**src/pkg/ugi_pkg.sv**
```systemverilog
// constants, register map and types for the interrupt-source block
package ugi_pkg;
  // clock and timing
  localparam int CLK_FREQ_MHZ        = 40;
  localparam int TIMER_PERIOD_US     = 128;
  localparam int TIMER_PERIOD_CYCLES = TIMER_PERIOD_US * CLK_FREQ_MHZ;
  localparam int TIMER_CNT_W         = 13;
  localparam int BUS_COND_US         = 256;
  localparam int BUS_COND_TICKS      = BUS_COND_US / TIMER_PERIOD_US;
  localparam int TICK_CNT_W          = 2;

  // widths
  localparam int PORT_W     = 8;
  localparam int GPIO_W     = 2 * PORT_W;
  localparam int SYNC_W     = GPIO_W + 3;
  localparam int ADR_W      = 8;
  localparam int DAT_W      = 32;
  localparam int USB_ADDR_W = 7;
  localparam int NUM_EP     = 3;
  localparam int NUM_VEC    = 6;
  localparam int VEC_IDX_W  = 3;

  // register indices; byte address is four times the index
  localparam logic [ADR_W-1:0] IDX_PORT0_EN  = 8'h04;
  localparam logic [ADR_W-1:0] IDX_PORT1_EN  = 8'h05;
  localparam logic [ADR_W-1:0] IDX_PORT0_POL = 8'h06;
  localparam logic [ADR_W-1:0] IDX_PORT1_POL = 8'h07;
  localparam logic [ADR_W-1:0] IDX_EP_EN     = 8'h21;
  localparam logic [ADR_W-1:0] IDX_CTRL      = 8'h30;
  localparam logic [ADR_W-1:0] IDX_PENDING   = 8'h31;
  localparam logic [ADR_W-1:0] IDX_USB_ADDR  = 8'h32;

  // reset values
  localparam logic [PORT_W-1:0]     RST_PORT     = 8'h00;
  localparam logic [NUM_EP-1:0]     RST_EP_EN    = 3'h0;
  localparam logic [USB_ADDR_W-1:0] RST_USB_ADDR = 7'h00;

  // control register bit positions
  localparam int CTRL_BUSRST_EN = 0;
  localparam int CTRL_TIMER_EN  = 1;
  localparam int CTRL_GPIO_EN   = 2;
  localparam int CTRL_PS2_MODE  = 3;
  localparam int CTRL_W         = 4;

  // vector / pending bit positions, highest priority first
  localparam int VEC_BUSRST = 0;
  localparam int VEC_TIMER  = 1;
  localparam int VEC_EP0    = 2;
  localparam int VEC_GPIO   = 5;

  // synchroniser lane layout
  localparam int LANE_DP  = GPIO_W;
  localparam int LANE_DM  = GPIO_W + 1;
  localparam int LANE_PS2 = GPIO_W + 2;

  typedef enum logic [1:0] {
    UGI_BR_IDLE,
    UGI_BR_COUNT,
    UGI_BR_DETECT
  } ugi_busrst_e;
endpackage

```
**src/pkg/ugi_pin_if.sv**
```systemverilog
// carrier between the pin synchroniser and the interrupt logic
`timescale 1ns/1ps
interface ugi_pin_if;
  import ugi_pkg::*;
  logic [SYNC_W-1:0] rawPins;  // asynchronous pin levels
  logic [SYNC_W-1:0] syncPins; // pins after two flops
  modport sync (input rawPins, output syncPins);
  modport core (output rawPins, input syncPins);
endinterface

```
**src/verilog/ugi_pin_sync.sv**
```systemverilog
// two-flop synchroniser for all asynchronous pins
`timescale 1ns/1ps
module ugi_pin_sync
  import ugi_pkg::*;
(
  input  wire logic clk,    // system clock
  input  wire logic resetn, // async reset, active low
  input  wire logic ce,     // clock enable
  ugi_pin_if.sync   pins    // raw in, synchronised out
);
  logic [SYNC_W-1:0] stage1;

  // first stage feeds only the second stage to contain metastability
  always_ff @(posedge clk or negedge resetn) begin
    if (!resetn) begin
      stage1        <= '0;
      pins.syncPins <= '0;
    end else if (ce) begin
      stage1        <= pins.rawPins;
      pins.syncPins <= stage1;
    end
  end
endmodule

```
**src/verilog/ugi_irq_top.sv**
```systemverilog
// interrupt sources: timer, bus reset / ps2, endpoints and gpio
`timescale 1ns/1ps
// Summary of operation
// periodic timer event every 128 us, requested on the vector only while its enable is set
// firmware should disable timer interrupts before suspend
// mode bit selects usb bus reset or ps2 activity detection
// condition qualifies after 128 to 256 us of persistence
// usb mode: se0 on both lines, event when se0 ends
// ps2 mode: long low on serial data, event at detection
// usb device address held at zero during the event
// event may lag the removed condition by up to 128 us
// bulk endpoints flag data writes, bad crc too in ack-out modes
// bulk endpoints flag nak/stall sent and acked in transfers
// firmware must verify data validity in ack-out modes
// control endpoint flags mode set to accept setup
// control endpoint flags zero-length status packet sent
// control endpoint flags data writes and nak/stall replies
// endpoint enable register: bits 2..0, reset zero, rest reserved
// write-only per-pin gpio enables for both ports, reset zero
// write-only per-pin polarity, 1 rising 0 falling, reset zero
// gpio vector needs global gpio enable; one shared vector
// triggered pin blocks others until inactive or disabled
// sources latch pending, shown while enabled, cleared on ack
// gpio edges found by comparing synced pin with previous sample
module ugi_irq_top
  import ugi_pkg::*;
#(
  parameter int TICK_CYCLES = TIMER_PERIOD_CYCLES // shorten in simulation
)(
  input  wire logic                  clk,          // system clock
  input  wire logic                  resetn,       // async reset, low
  input  wire logic                  ce,           // clock enable
  input  wire logic                  wb_cyc_i,     // wishbone cycle
  input  wire logic                  wb_stb_i,     // wishbone strobe
  input  wire logic                  wb_we_i,      // wishbone write
  input  wire logic [ADR_W-1:0]      wb_adr_i,     // byte address
  input  wire logic [3:0]            wb_sel_i,     // byte selects
  input  wire logic [DAT_W-1:0]      wb_dat_i,     // write data
  output logic      [DAT_W-1:0]      wb_dat_o,     // read data
  output logic                       wb_ack_o,     // acknowledge
  input  wire logic [PORT_W-1:0]     portZero,     // port_zero pins
  input  wire logic [PORT_W-1:0]     portOne,      // port_one pins
  input  wire logic                  usbDp,        // usb d+ pin
  input  wire logic                  usbDm,        // usb d- pin
  input  wire logic                  ps2SerialDataPin, // ps2 data pin
  input  wire logic [NUM_EP-1:0]     epDataWrite,  // valid data written
  input  wire logic [NUM_EP-1:0]     epBadCrcAckOut, // bad crc, ack-out
  input  wire logic [NUM_EP-1:0]     epNakStall,   // nak/stall sent
  input  wire logic [NUM_EP-2:0]     epInAcked,    // bulk in acked
  input  wire logic                  ctrlSetupMode, // setup accept set
  input  wire logic                  ctrlZeroLenSent, // status zlp sent
  input  wire logic                  irqAck,       // core ack pulse
  input  wire logic [VEC_IDX_W-1:0]  irqAckIndex,  // acked vector
  output logic      [NUM_VEC-1:0]    irqVector,    // requests to core
  output logic      [USB_ADDR_W-1:0] usbAddress    // device address
);
  ////////////////////////////////////////////////////////////////////////
  // helpers

  // byte address of a register index
  function automatic logic [ADR_W-1:0] regAddr(input logic [ADR_W-1:0] i);
    regAddr = ADR_W'({i, 2'b00});
  endfunction

  // one bit set at a vector index
  function automatic logic [NUM_VEC-1:0] vecBit(
    input logic [VEC_IDX_W-1:0] i);
    vecBit = NUM_VEC'(1) << i;
  endfunction

  ////////////////////////////////////////////////////////////////////////
  // pin synchronisation

  ugi_pin_if pinBus();
  logic [GPIO_W-1:0] gpioNow;
  logic              dpNow;
  logic              dmNow;
  logic              ps2Now;

  assign pinBus.rawPins = {ps2SerialDataPin, usbDm, usbDp, portOne,
                           portZero};

  ugi_pin_sync pinSync (
    .clk    (clk),
    .resetn (resetn),
    .ce     (ce),
    .pins   (pinBus.sync)
  );

  assign gpioNow = pinBus.syncPins[GPIO_W-1:0];
  assign dpNow   = pinBus.syncPins[LANE_DP];
  assign dmNow   = pinBus.syncPins[LANE_DM];
  assign ps2Now  = pinBus.syncPins[LANE_PS2];

  ////////////////////////////////////////////////////////////////////////
  // registers and wishbone slave

  logic [GPIO_W-1:0]     pinEnable;
  logic [GPIO_W-1:0]     pinPolarity;
  logic [NUM_EP-1:0]     epEnable;
  logic [CTRL_W-1:0]     ctrl;
  logic [NUM_VEC-1:0]    pending;
  logic                  busReq;
  logic                  wrStrobe;
  logic                  selLow;
  logic [NUM_VEC-1:0]    swClear;
  logic [DAT_W-1:0]      next_rdata;
  ugi_busrst_e           brState;

  assign busReq   = wb_cyc_i & wb_stb_i & ~wb_ack_o;
  assign selLow   = wb_sel_i[0];
  assign wrStrobe = busReq & wb_we_i & selLow;

  // ack one cycle after the request; dropped the cycle after
  always_ff @(posedge clk or negedge resetn) begin
    if (!resetn) begin
      wb_ack_o <= 1'b0;
    end else if (ce) begin
      wb_ack_o <= busReq;
    end
  end

  // read mux; write-only and unmapped registers read as zero
  always_comb begin
    next_rdata = '0;
    unique case (wb_adr_i)
      regAddr(IDX_EP_EN):    next_rdata[NUM_EP-1:0] = epEnable;
      regAddr(IDX_CTRL):     next_rdata[CTRL_W-1:0] = ctrl;
      regAddr(IDX_PENDING):  next_rdata[NUM_VEC-1:0] = pending;
      regAddr(IDX_USB_ADDR): next_rdata[USB_ADDR_W-1:0] = usbAddress;
      default:               next_rdata = '0;
    endcase
  end

  // read data registered with the ack
  always_ff @(posedge clk or negedge resetn) begin
    if (!resetn) begin
      wb_dat_o <= '0;
    end else if (ce && busReq) begin
      wb_dat_o <= wb_we_i ? '0 : next_rdata;
    end
  end

  // gpio enable and polarity, write-only
  always_ff @(posedge clk or negedge resetn) begin
    if (!resetn) begin
      pinEnable   <= {RST_PORT, RST_PORT};
      pinPolarity <= {RST_PORT, RST_PORT};
    end else if (ce && wrStrobe) begin
      if (wb_adr_i == regAddr(IDX_PORT0_EN)) begin
        pinEnable[PORT_W-1:0] <= wb_dat_i[PORT_W-1:0];
      end
      if (wb_adr_i == regAddr(IDX_PORT1_EN)) begin
        pinEnable[GPIO_W-1:PORT_W] <= wb_dat_i[PORT_W-1:0];
      end
      if (wb_adr_i == regAddr(IDX_PORT0_POL)) begin
        pinPolarity[PORT_W-1:0] <= wb_dat_i[PORT_W-1:0];
      end
      if (wb_adr_i == regAddr(IDX_PORT1_POL)) begin
        pinPolarity[GPIO_W-1:PORT_W] <= wb_dat_i[PORT_W-1:0];
      end
    end
  end

  // endpoint enables and control bits
  always_ff @(posedge clk or negedge resetn) begin
    if (!resetn) begin
      epEnable <= RST_EP_EN;
      ctrl     <= '0;
    end else if (ce && wrStrobe) begin
      if (wb_adr_i == regAddr(IDX_EP_EN)) begin
        epEnable <= wb_dat_i[NUM_EP-1:0];
      end
      if (wb_adr_i == regAddr(IDX_CTRL)) begin
        ctrl <= wb_dat_i[CTRL_W-1:0];
      end
    end
  end

  // usb address is forced to zero for the whole detected interval
  always_ff @(posedge clk or negedge resetn) begin
    if (!resetn) begin
      usbAddress <= RST_USB_ADDR;
    end else if (ce) begin
      if (brState == UGI_BR_DETECT) begin
        usbAddress <= RST_USB_ADDR;
      end else if (wrStrobe && wb_adr_i == regAddr(IDX_USB_ADDR)) begin
        usbAddress <= wb_dat_i[USB_ADDR_W-1:0];
      end
    end
  end

  // write-one-to-clear on the pending register
  assign swClear = (wrStrobe && wb_adr_i == regAddr(IDX_PENDING)) ?
                   wb_dat_i[NUM_VEC-1:0] : '0;

  ////////////////////////////////////////////////////////////////////////
  // free-running 128 us tick

  logic [TIMER_CNT_W-1:0] timerCnt;
  logic                   tick;

  // the tick also paces the bus condition filter, so it never stops
  always_ff @(posedge clk or negedge resetn) begin
    if (!resetn) begin
      timerCnt <= '0;
      tick     <= 1'b0;
    end else if (ce) begin
      if (timerCnt == TIMER_CNT_W'(TICK_CYCLES - 1)) begin
        timerCnt <= '0;
        tick     <= 1'b1;
      end else begin
        timerCnt <= timerCnt + TIMER_CNT_W'(1);
        tick     <= 1'b0;
      end
    end
  end

  ////////////////////////////////////////////////////////////////////////
  // bus reset / ps2 activity detector

  logic                  brCond;
  logic [TICK_CNT_W-1:0] brTicks;
  logic                  brEvent;

  // usb mode watches se0, ps2 mode a low data line
  assign brCond = ctrl[CTRL_PS2_MODE] ? ~ps2Now : ~(dpNow | dmNow);

  // the first tick may come at once, so qualification lands between
  // 128 and 256 us; the usb event needs no tick and follows the end of se0 at once
  always_ff @(posedge clk or negedge resetn) begin
    if (!resetn) begin
      brState <= UGI_BR_IDLE;
      brTicks <= '0;
      brEvent <= 1'b0;
    end else if (ce) begin
      brEvent <= 1'b0;
      unique case (brState)
        UGI_BR_IDLE: begin
          brTicks <= '0;
          if (brCond) begin
            brState <= UGI_BR_COUNT;
          end
        end
        UGI_BR_COUNT: begin
          if (!brCond) begin
            brState <= UGI_BR_IDLE;
          end else if (tick) begin
            if (brTicks == TICK_CNT_W'(BUS_COND_TICKS - 1)) begin
              brState <= UGI_BR_DETECT;
              brEvent <= ctrl[CTRL_PS2_MODE];
            end else begin
              brTicks <= brTicks + TICK_CNT_W'(1);
            end
          end
        end
        UGI_BR_DETECT: begin
          if (!brCond) begin
            brState <= UGI_BR_IDLE;
            brEvent <= ~ctrl[CTRL_PS2_MODE];
          end
        end
      endcase
    end
  end

  ////////////////////////////////////////////////////////////////////////
  // endpoint events

  logic [NUM_EP-1:0] epEvent;

  // bad-crc writes in ack-out modes count; firmware checks the data
  always_comb begin
    epEvent = epDataWrite | epBadCrcAckOut | epNakStall;
    epEvent[0] = epEvent[0] | ctrlSetupMode | ctrlZeroLenSent;
    epEvent[NUM_EP-1:1] = epEvent[NUM_EP-1:1] | epInAcked;
  end

  ////////////////////////////////////////////////////////////////////////
  // gpio edge detection with single-pin lockout

  logic [GPIO_W-1:0] gpioPrev;
  logic [GPIO_W-1:0] gpioLock;
  logic [GPIO_W-1:0] edgeHit;
  logic [GPIO_W-1:0] lockRelease;
  logic [GPIO_W-1:0] next_lock;
  logic              gpioEvent;

  // rising when polarity is one, falling when zero
  assign edgeHit = pinEnable & ((gpioNow & ~gpioPrev & pinPolarity) |
                   (~gpioNow & gpioPrev & ~pinPolarity));
  // lock drops once its pin is back at the non-trigger level
  assign lockRelease = (gpioNow ^ pinPolarity) | ~pinEnable;

  // fixed pin priority: the lowest set edge takes the lock
  always_comb begin
    next_lock = gpioLock & ~lockRelease;
    gpioEvent = 1'b0;
    if (next_lock == '0 && edgeHit != '0) begin
      next_lock = edgeHit & (~edgeHit + GPIO_W'(1));
      gpioEvent = 1'b1;
    end
  end

  // previous sample and lock state
  always_ff @(posedge clk or negedge resetn) begin
    if (!resetn) begin
      gpioPrev <= '0;
      gpioLock <= '0;
    end else if (ce) begin
      gpioPrev <= gpioNow;
      gpioLock <= next_lock;
    end
  end

  ////////////////////////////////////////////////////////////////////////
  // pending requests and vector outputs

  logic [NUM_VEC-1:0] newEvents;
  logic [NUM_VEC-1:0] ackClear;
  logic [NUM_VEC-1:0] vecEnable;

  assign newEvents = {gpioEvent, epEvent, tick, brEvent};
  assign ackClear  = irqAck ? vecBit(irqAckIndex) : '0;
  assign vecEnable = {ctrl[CTRL_GPIO_EN], epEnable, ctrl[CTRL_TIMER_EN],
                      ctrl[CTRL_BUSRST_EN]};

  // a new event in the clearing cycle wins over the clear
  always_ff @(posedge clk or negedge resetn) begin
    if (!resetn) begin
      pending <= '0;
    end else if (ce) begin
      pending <= (pending & ~ackClear & ~swClear) | newEvents;
    end
  end

  // presented only while enabled; the timer keeps ticking and latching pending when disabled
  always_ff @(posedge clk or negedge resetn) begin
    if (!resetn) begin
      irqVector <= '0;
    end else if (ce) begin
      irqVector <= pending & vecEnable;
    end
  end
endmodule

```
**config.mk**
```make
export PLATFORM = sky130hd
export DESIGN_NAME = ugi_irq_top
export DESIGN_NICKNAME = d
export VERILOG_FILES = /design/src/pkg/ugi_pkg.sv /design/src/pkg/ugi_pin_if.sv /design/src/verilog/ugi_pin_sync.sv /design/src/verilog/ugi_irq_top.sv
export SDC_FILE = /design/constraint.sdc
export NUM_CORES = 1
export LEC_CHECK = 0
export BUFFER_PORTS_ARGS = -buffer_cell sky130_fd_sc_hd__clkbuf_2
export CAP_MARGIN = 20
export CORE_MARGIN = 4
export CORE_UTILIZATION = 30
export CTS_CLUSTER_DIAMETER = 80
export CTS_CLUSTER_SIZE = 16
export DETAILED_ROUTE_END_ITERATION = 16
export HOLD_SLACK_MARGIN = 0.03
export PLACE_DENSITY = 0.51
export SYNTH_ARGS = -nofsm -noshare
export SYNTH_HDL_FRONTEND = slang
export SYNTH_SLANG_ARGS = --single-unit
```
**constraint.sdc**
```tcl
create_clock -name clk -period 2.7 [get_ports clk]
set_input_delay 0.405 -clock clk [delete_from_list [all_inputs] [get_ports clk]]
set_output_delay 0.405 -clock clk [all_outputs]
set_load 0.1 [all_outputs]
```
---- Word level (Yosys, flattened, before mapping) ----
Cells that the tools add are included.
storage, ports and cells
  RAM bits ................................ 0
  input port bits ......................... 86
  memories ................................ 0
  bits in latches ......................... 0
  logic and storage cells ................. 127
  output and inout port bits .............. 46
  bits in registers ....................... 180
  bits in read-only memories .............. 0
cells by class
  mux-type cells .......................... 29
  bitwise gates (word level) .............. 36
  multipliers ............................. 0
  reduce and logical (&&, ||, !) cells .... 19
  shifts and indexed selects .............. 1
  order comparisons ....................... 0
  eq/ne operators ......................... 19
  div/mod/pow operators ................... 0
  add/sub/neg operators ................... 3
operators with widths
  kind                                                              count
  16-bit AND                                                        7
  16-bit inverter                                                   6
  8-bit by 5-bit == test with 1-bit output (second input constant)  4
  8-bit == test (second input constant)                             4
  16-bit bitwise OR                                                 2
  7-bit 2-to-1 mux                                                  3
  6-bit AND                                                         3
  16-bit by 1-bit adder with 16-bit output (second input constant)  1
  16-bit zero test                                                  1
  16-bit 2-to-1 mux                                                 1
  2-bit 2-to-1 mux                                                  8
  16-bit nonzero test                                               1
  16-bit bitwise XOR                                                1
  2-bit AND reduction                                               7
  13-bit by 1-bit adder with 13-bit output (second input constant)  1
  13-bit == test (second input constant)                            1
  13-bit 2-to-1 mux                                                 1
  6-bit 2-to-1 mux                                                  2
  6-bit inverter                                                    2
  3-bit case mux with 4 select lines                                1
  2-bit inequality test (second input constant)                     5
  5-bit AND reduction                                               2
  1-bit 2-to-1 mux                                                  8
  2-bit case mux with 2 select lines                                2
  17 further kinds                                                  33

---- Depth between registers and ports, before layout ----
Gate-level depths: netlist of run 1.
  depth in word-level cells ............... 9
  mapped depth ............................ 8
  depth with buffers taken out ............ 8

---- Modules after synthesis ----
Synthesis of run 1 repeated with hierarchy kept, for this count alone.
unflattened totals
  cells, all modules ...................... 651
  area, all modules ....................... 7552.2 µm²
modules (own cells, without submodules)
  module        cells an instance  area each (µm²)  seq. area each (µm²)  instances
  ugi_irq_top   571                6059.6           2927.8                1
  ugi_pin_sync  80                 1492.7           950.9                 1

---- Worst setup path after synthesis of run 1 ----
Ideal clock, no wire load.
  path type ............................... register to register
  start point ............................. reg wb_ack_o
  end point ............................... reg pinEnable[10]
  stages on the path, launching flop included .. 8
  period minus slack after synthesis ...... 2.407 ns
  slack ................................... 0.293 ns
  arrival time ............................ 2.280 ns
  required time ........................... 2.573 ns
  path through ............................ dfrtp_1 and3b_1 and3_1 nand2_1 and4bb_4 and2_1 buf_4 mux2_1
on the way
  cells in the longest elaborated chain, start to end .. 6
ends and longest elaborated chain
  what                                  line                source
  from (decl)                           ugi_irq_top.sv:40   output logic wb_ack_o,
  from (signal assigned)                ugi_irq_top.sv:119  wb_ack_o <= busReq;
  1-bit inverter                        ugi_irq_top.sv:110  assign busReq = wb_cyc_i & wb_stb_i & ~wb_ack_o;
  1-bit AND                             ugi_irq_top.sv:110
  1-bit AND (2 in a row)                ugi_irq_top.sv:112  assign wrStrobe = busReq & wb_we_i & selLow;
  1-bit logical AND                     ugi_irq_top.sv:149  end else if (ce && wrStrobe) begin
  2-bit AND reduction (no source line)  --
  to (signal assigned)                  ugi_irq_top.sv:147  pinEnable <= {RST_PORT, RST_PORT};
  to (signal, indexed assignment)       ugi_irq_top.sv:151  pinEnable[PORT_W-1:0] <= wb_dat_i[PORT_W-1:0];
  to (signal, indexed assignment)       ugi_irq_top.sv:154  pinEnable[GPIO_W-1:PORT_W] <= wb_dat_i[PORT_W-1:0];
  to (decl)                             ugi_irq_top.sv:98   logic [GPIO_W-1:0] pinEnable;
Every way passes these cells.
A chain may end at the register's enable or synchronous reset.

---- Worst setup path after layout of run 1 ----
  start point ............................. reg pinSync.pins.syncPins[7]
  end point ............................... reg gpioLock[6]
on the way
  cells in the longest elaborated chain, start to end .. 8
ends and longest elaborated chain
  what                     line                source
  from (decl)              ugi_pin_if.sv:7     modport sync (input rawPins, output syncPins);
  from (signal assigned)   ugi_pin_sync.sv:20  pins.syncPins <= stage1;
  16-bit inverter          ugi_irq_top.sv:291  (~gpioNow & gpioPrev & ~pinPolarity));
  16-bit AND (2 in a row)  ugi_irq_top.sv:291
  16-bit bitwise OR        ugi_irq_top.sv:290  assign edgeHit = pinEnable & ((gpioNow & ~gpioPrev & pinPolarity) |
  16-bit AND               ugi_irq_top.sv:290
  16-bit nonzero test      ugi_irq_top.sv:299  if (next_lock == '0 && edgeHit != '0) begin
  1-bit logical AND *      ugi_irq_top.sv:299
  16-bit 2-to-1 mux *      ugi_irq_top.sv:299
  to (signal assigned)     ugi_irq_top.sv:312  gpioLock <= next_lock;
  to (decl)                ugi_irq_top.sv:283  logic [GPIO_W-1:0] gpioLock;
Mark *: on every way between the ends. The rest lies on a longest branch, timed or not.

==> results of run 1 <==
worst max-delay path: cells and delay by family, from the launching register on:
| kind | cells | cell delay (ns) |
|---|---|---|
| AO/OA/AOI/OAI | 1 | 0.18 |
| XOR/XNOR | 1 | 0.15 |
| buffers and inverters | 1 | 0.21 |
| flip-flops | 1 | 0.43 |
| AND/OR/NAND/NOR | 4 | 1.15 |
metal layers:
layer	global-route usage [%]	share of wire, %
met5	0	0
met4	4.41	1.6
met3	2.88	4.2
met2	20.2	46
met1	18.3	48
cells in the final DEF (no fill, tap or decap), types with 6 or more instances in the layout:
cell type,count
mux2i_1,10
and2_1,7
o31ai_1,6
and3_1,15
buf_4,9
nor4_1,6
a22o_1,8
dfrtp_1,155
nand3_1,19
inv_1,21
nor2_1,48
clkbuf_2,77
a21oi_1,22
xnor2_1,19
and4b_1,9
nand2_1,43
o2bb2ai_1,10
clkbuf_16,17
conb_1,25
mux2_1,19
mux2_2,72
a31oi_1,16
o21ai_0,25
final timing paths:
| check | from | to | cells after the start |
|---|---|---|---|
| worst max-delay path | pinSync.pins.syncPins[7]$_DFFE_PN0P_ | gpioLock[6]$_DFFE_PN0P_ | 7 |
| worst min-delay path | resetn | pinSync.stage1[4]$_DFFE_PN0P_ | 1 |
| worst max register to register | pinSync.pins.syncPins[7]$_DFFE_PN0P_ | gpioLock[6]$_DFFE_PN0P_ | 7 |
| worst min register to register | wb_dat_o[5]$_DFFE_PN0P_ | wb_dat_o[5]$_DFFE_PN0P_ | 2 |
| max in group asynchronous | resetn | brTicks[1]$_DFFE_PN0P_ | 2 |
| min in group clk | portOne[6] | pinSync.stage1[14]$_DFFE_PN0P_ | 2 |
cell usage after synthesis, types with 10 or more instances:
cell type and n:
buf_4 28, inv_1 21, mux2i_1 10, dfrtp_1 155, a31oi_1 16, nand2_1 43
nand3_1 19, and3_1 15, mux2_1 19, nor2_1 48, a21oi_1 22, mux2_2 72
o21ai_0 25, xnor2_1 19, clkbuf_1 13, o2bb2ai_1 10
power by group:
part | internal, W | switching (W) | total, W
registers | 0.00259 | 0.000263 | 0.00286
logic | 0.000391 | 0.000939 | 0.00133
clock network | 0.00143 | 0.000969 | 0.00240
final cells by class:
cell class,count,area (sq um)
sequential,155,3880
fill,2413,15700
tap,324,405
clock inverter,11,119
inverter,21,78.8
timing repair buffer,89,504
multi-input combinational,461,3350
clock buffer,21,470
stage by stage:
stage	instances	power (W)
finish	1082	0.00659
global route	1082	0.00691
CTS	1082	0.00667
detailed placement	1050	0.00425
global placement	1050	0.00423
floorplan	686	0.00390
cell families after synthesis:
| logic type | count (synthesis) | share of synthesized area [%] |
|---|---|---|
| multiplexers | 101 | 15.0 |
| other | 1 | 0.0499 |
| adder cells (fa/ha/maj) | 5 | 0.832 |
| XOR/XNOR | 23 | 2.68 |
| AND/OR/NAND/NOR | 196 | 14.9 |
| buffers and inverters | 70 | 5.06 |
| AO/OA/AOI/OAI | 111 | 9.97 |
| flip-flops | 155 | 51.6 |
state kept, by name (all words and copies together) (netlist names):
signal	flops
brState	2
pinSync.pins.syncPins	19
brEvent	1
brTicks	2
irqVector	6
pinSync.stage1	19
tick	1
wb_ack_o	1
gpioPrev	16
ctrl	4
gpioLock	16
pending	6
pinPolarity	16
usbAddress	7
pinEnable	16
epEnable	3
timerCnt	13
wb_dat_o	7
==> metrics.cfg, run 1 <==
[status]
status = finished clean

[critical_path]
path_cells = xnor2_1, and3_1, nor4_1, and4_1, buf_4, nand4b_1, a31oi_1
cpPeakStageDelay_ns = 0.49
path_max_fanout = 10
crit_path_start_kind = flip-flop
critical_path_arrival_ns = 2.55
crit_slowest_cell = and4_1
critPathKind = reg2reg
critPathCaptureType = flip-flop
reg2reg_setup_slack_ns = 0.50
cp_data_required_time_ns = 3.04

[power_and_ir_drop]
power_density_nw_per_um2 = 748
leakage_nw = 4.01
irDropWorstVdd_v = 0.000448

[job]
maxCapViolCount = 0

[drt]
drtAntennaViolNets = 0
wire_per_inst_um = 16.1
viasPerCell = 4.84
drc = 0
wirelength_mm = 17.5
drt_first_pass_iters = 6
routed-via-count = 5241
drt_iter0_markers = 245

[timing]
finalSetupViolCount = 0
fin_ws_ns = 0.496
post-route-period-util_pct = 81.6
drv_slew = 0
finalCriticalPeriod_ns = 2.20
tns_ns = 0
rsz0062_at_grt = no
worst_pin_slew_ns = 0.699
fmax_mhz = 454
finalHoldWorstSlack_ns = 0.0111
final-hold-violation-count = 0
relSlewSlack_pct = 53.4
clock_skew_ns = 0.00689

[logic_synthesis]
synthFlopType = dfrtp_1
syn_inst = 662
yosys.area.top_type = dfrtp_1
netlist.area_leader.share_pct = 51.6
avgSynthCellArea_sq_um = 11.4
ys_async_sr_fraction_pct = 100
ys_warn_count = 0
synth_cell_type_count = 63
synth_edf_count = 0
synth_area_leaders = dfrtp_1 (52%), mux2_2 (11%), mux2_1 (2.8%)
synthesis.area_sq_um = 7520
synth_seq_cells = 155
synth-seq-area-share_pct = 51.6

[floorplan]
start_util_pct = 30.7
core_area_sq_um = 24500
die_x_um = 166
ios = 132
die-area_sq_um = 27700
chipHeight_um = 166
fp-row-count = 57

[cts]
ctsHoldBuffers = 0
cts_sinks = 155
cts_root_buffer = clkbuf_16
clkLatencyLatePin_ns = 0.42
cts_resized = 0
numCtsBuffers = 17
cts_buffer_depth = 2
cts_max_level = 4
cts_tree = yes
path_clk_slew_ns = 0.06
post-cts-setup-buffer-count = 0

[place]
dp_hpwl_mm = 12.3
gp_congestion = 0.761
placed_area_sq_um = 8220
io_buffers = 79
place_worst_setup_slack_ns = 0.460

[final_layout]
antenna_cells = 0
utilization_pct = 36.0
final_area_sq_um = 8810
drive_gt1_share_pct = 27.0
final_nets = 836
area_growth_pct = 17.1

[global_route]
grt_usage_pct = 13.1
grt_max_degree = 92
grt_pass1_vias = 5187
overflow = 0
grt_pass1_wl_mm = 28.9
antenna_found_initial = 1

[worst_hold_path]
hp-class = in2async

(Power assumes the default switching activity.)
==> run 2, diff against run 1 <==
==> constraint.sdc (replaced) <==
create_clock -name clk -period 2.2 [get_ports clk]
set_input_delay 0.33 -clock clk [delete_from_list [all_inputs] [get_ports clk]]
set_output_delay 0.33 -clock clk [all_outputs]
set_load 0.1 [all_outputs]
==> run 2 against run 1 <==
Effect of this change:
- total power increased by 26%
- clock power up 30%
- critical path depth stayed put
- non-clock buffer count increased by 16
- combinational power grew 25%
- sequential share of layout area shrank 1.2 points
- register-to-register slack lost 0.46 ns
- global-route usage shrank 0.056 points
- count of clock-buffer cells in the layout down 1
- design area up 3.0%
- setup slack worse by 0.46 ns
- routed wire length up 1.5%
==> metrics.cfg, run 2 (synthesis results as in run 1) <==
[final_layout]
final_nets = 852  ; was 836
area_growth_pct = 20.6  ; was 17.1%
fin_cells = 1098  ; was 1082
top_regs = pinSync.pins.syncPins x19, pinSync.stage1 x19  ; unchanged
drive_gt1_share_pct = 30.1  ; was 27.0%
fillers = 2442  ; was 2413
final_common_cell = dfrtp_1  ; unchanged
final_cell_mix = dfrtp_1 (154), clkbuf_2 (77), mux2_2 (72)  ; was dfrtp_1 (155), clkbuf_2 (77), mux2_2 (72)
utilization_pct = 37.1  ; was 36.0%

[cts]
path_clk_slew_ns = 0.06  ; about the same
cts_tree = yes  ; unchanged
cts_buffer_depth = 2  ; unchanged
numCtsBuffers = 17  ; unchanged
clkLatencyLatePin_ns = 0.42  ; about the same
cts_root_buffer = clkbuf_16  ; unchanged
cts_sinks = 155  ; unchanged
cts_max_level = 4  ; unchanged

[timing]
worst_pin_slew_ns = 0.566  ; was 0.699 ns
rsz0062_at_grt = yes  ; was no
relSlewSlack_pct = 62.4  ; was 53.4%
finalSetupViolCount = 0  ; unchanged
finalCriticalPeriod_ns = 2.17  ; was 2.20 ns
post-route-period-util_pct = 98.4  ; was 81.6%
fmax_mhz = 462  ; was 454 MHz
clock_skew_ns = 0.0113  ; was 0.00689 ns
drv_slew = 0  ; unchanged
final-hold-violation-count = 0  ; unchanged
tns_ns = 0  ; unchanged

[place]
placed_cells = 1063  ; was 1050
io_buffers = 79  ; unchanged
gp_congestion = 0.814  ; was 0.761
dp_hpwl_mm = 12.9  ; was 12.3 mm

[critical_path]
crit_slowest_cell = dfrtp_4  ; was and4_1
path_cells = and3b_1, and3_4, nand2_2, and4bb_4, buf_12, nand3_4, mux2_4  ; was xnor2_1, and3_1, nor4_1, and4_1, buf_4, nand4b_1, a31oi_1
cpPeakStageDelay_ns = 0.47  ; was 0.49 ns
critical_path.top_delay_family = simple AND/OR/NAND/NOR gates  ; unchanged
path_buf_inv = 1  ; unchanged
critPathCaptureType = flip-flop  ; unchanged
reg2reg_depth = 7  ; unchanged
reg2reg_setup_slack_ns = 0.03  ; was 0.50 ns
regToRegStartpoint = wb_ack_o$_DFFE_PN0P_  ; was pinSync.pins.syncPins[7]$_DFFE_PN0P_
reg2reg_to = pinPolarity[2]$_DFFE_PN0P_  ; was gpioLock[6]$_DFFE_PN0P_
critPathKind = reg2reg  ; unchanged
path_max_fanout = 8  ; was 10
crit_path_start_kind = flip-flop  ; unchanged
cp_data_required_time_ns = 2.50  ; was 3.04 ns
critical_path_arrival_ns = 2.47  ; was 2.55 ns

[floorplan]
chipHeight_um = 166  ; unchanged
fp-row-count = 57  ; unchanged
core_area_sq_um = 24500  ; unchanged
die-area_sq_um = 27700  ; unchanged
start_util_pct = 30.7  ; unchanged
die_x_um = 166  ; unchanged
ios = 132  ; unchanged

[job]
maxCapViolCount = 0  ; unchanged

[global_route]
globalRouteMet2Util_pct = 20.7  ; was 20.2%
grt_pass1_wl_mm = 28.9  ; about the same
grtUsageMet3_pct = 3.33  ; was 2.88%
grt_max_degree = 68  ; was 92
grt_pass1_vias = 5303  ; was 5187
grt-busiest-layer = met2  ; unchanged
met1_usage_pct = 18.0  ; was 18.3%
grt_usage_pct = 13.0  ; was 13.1%
overflow = 0  ; unchanged
antenna_found_initial = 0  ; was 1

[worst_hold_path]
worstHoldPathCells = 2
hold_start = portOne[2]
hp-class = in2reg  ; was in2async
holdPathEnd = pinSync.stage1[10]$_DFFE_PN0P_

[drt]
drtAntennaViolNets = 0  ; unchanged
wirelength_mm = 17.7  ; was 17.5 mm
routed-via-count = 5328  ; was 5241
drt_iter0_markers = 315  ; was 245
viasPerCell = 4.85  ; was 4.84
drt_first_pass_iters = 5  ; was 6
drc = 0  ; unchanged
wire_per_inst_um = 16.2  ; was 16.1 um

[power_and_ir_drop]
leakage_nw = 4.13  ; was 4.01 nW
power_density_nw_per_um2 = 912  ; was 748 nW/um^2
irDropWorstVdd_v = 0.000563  ; was 0.000448 V
power.total_w = 0.00827  ; was 0.00659 W

[status]
status = finished clean  ; unchanged

==> run 2: final cells by class <==
| cell class | count | area (sq um) | area share (%) |
|---|---|---|---|
| Timing Repair Buffer | 105 | 664 | 7.32 |
| Inverter | 21 | 78.8 | 0.869 |
| Clock buffer | 20 | 457 | 5.03 |
| Antenna cell | 1 | 2.50 | 0.0276 |
| Clock inverter | 11 | 169 | 1.86 |
| Sequential cell | 155 | 3880 | 42.8 |
| Multi-Input combinational cell | 461 | 3410 | 37.6 |
| Tap cell | 324 | 405 | 4.47 |
==> run 2: through the flow <==
stage | hold slack [ns] | setup WS [ns] | area [sq um]
after global routing | 0.125 | -0.0460 | 9070
after CTS | 0.115 | 0.0285 | 8980
after floorplan | 0.0344 | 0.0277 | 7610
final | 0.138 | 0.0347 | 9070
after global placement | 0.332 | 0.0233 | 8350
after detailed placement | 0.336 | 0.0253 | 8350
==> run 2: report_power, final <==
part | leakage, nW | switching (W) | internal [W]
Combinational | 1.88 | 0.00116 | 0.000497
Sequential | 1.96 | 0.000320 | 0.00319
Clock | 0.294 | 0.00116 | 0.00195
==> run 2: timing repair <==
action | CTS | global route
setup buffers | 0 | 2
gates resized for setup | 1 | 14
pin swaps | 0 | 3
cloned | 0 | 0
setup endpoints to repair | 5 | 17
endpoints found under the hold margin | 48 | 0
hold buffers | 1 | 0
==> run 2: worst max-delay path by stage <==
stage,start,end,slack (ns),cells after the start
3_5_place_dp,wb_ack_o$_DFFE_PN0P_,pinEnable[10]$_DFFE_PN0P_,0.03,7
4_1_cts,wb_ack_o$_DFFE_PN0P_,pinEnable[10]$_DFFE_PN0P_,0.03,7
6_report,wb_ack_o$_DFFE_PN0P_,pinPolarity[2]$_DFFE_PN0P_,0.03,7
3_3_place_gp,wb_ack_o$_DFFE_PN0P_,pinEnable[8]$_DFFE_PN0P_,0.02,7
5_1_grt,wb_ack_o$_DFFE_PN0P_,pinPolarity[2]$_DFFE_PN0P_,-0.05,7
2_1_floorplan,wb_ack_o$_DFFE_PN0P_,pinEnable[10]$_DFFE_PN0P_,0.03,7
==> run 2: worst reg2reg max path, delay by kind of cell, from the launching register on <==
kind	cells	cell delay, ns
flops	1	0.47
mux	1	0.36
simple gates	5	1.10
buf+inv	1	0.11
==> run 2: routing by layer <==
metal | vias up | wire length [um]
met1 | 2656 | 8420
met3 | 16 | 736
met2 | 113 | 8350
li1 | 2543 | -
met5 | - | 0
met4 | 0 | 231
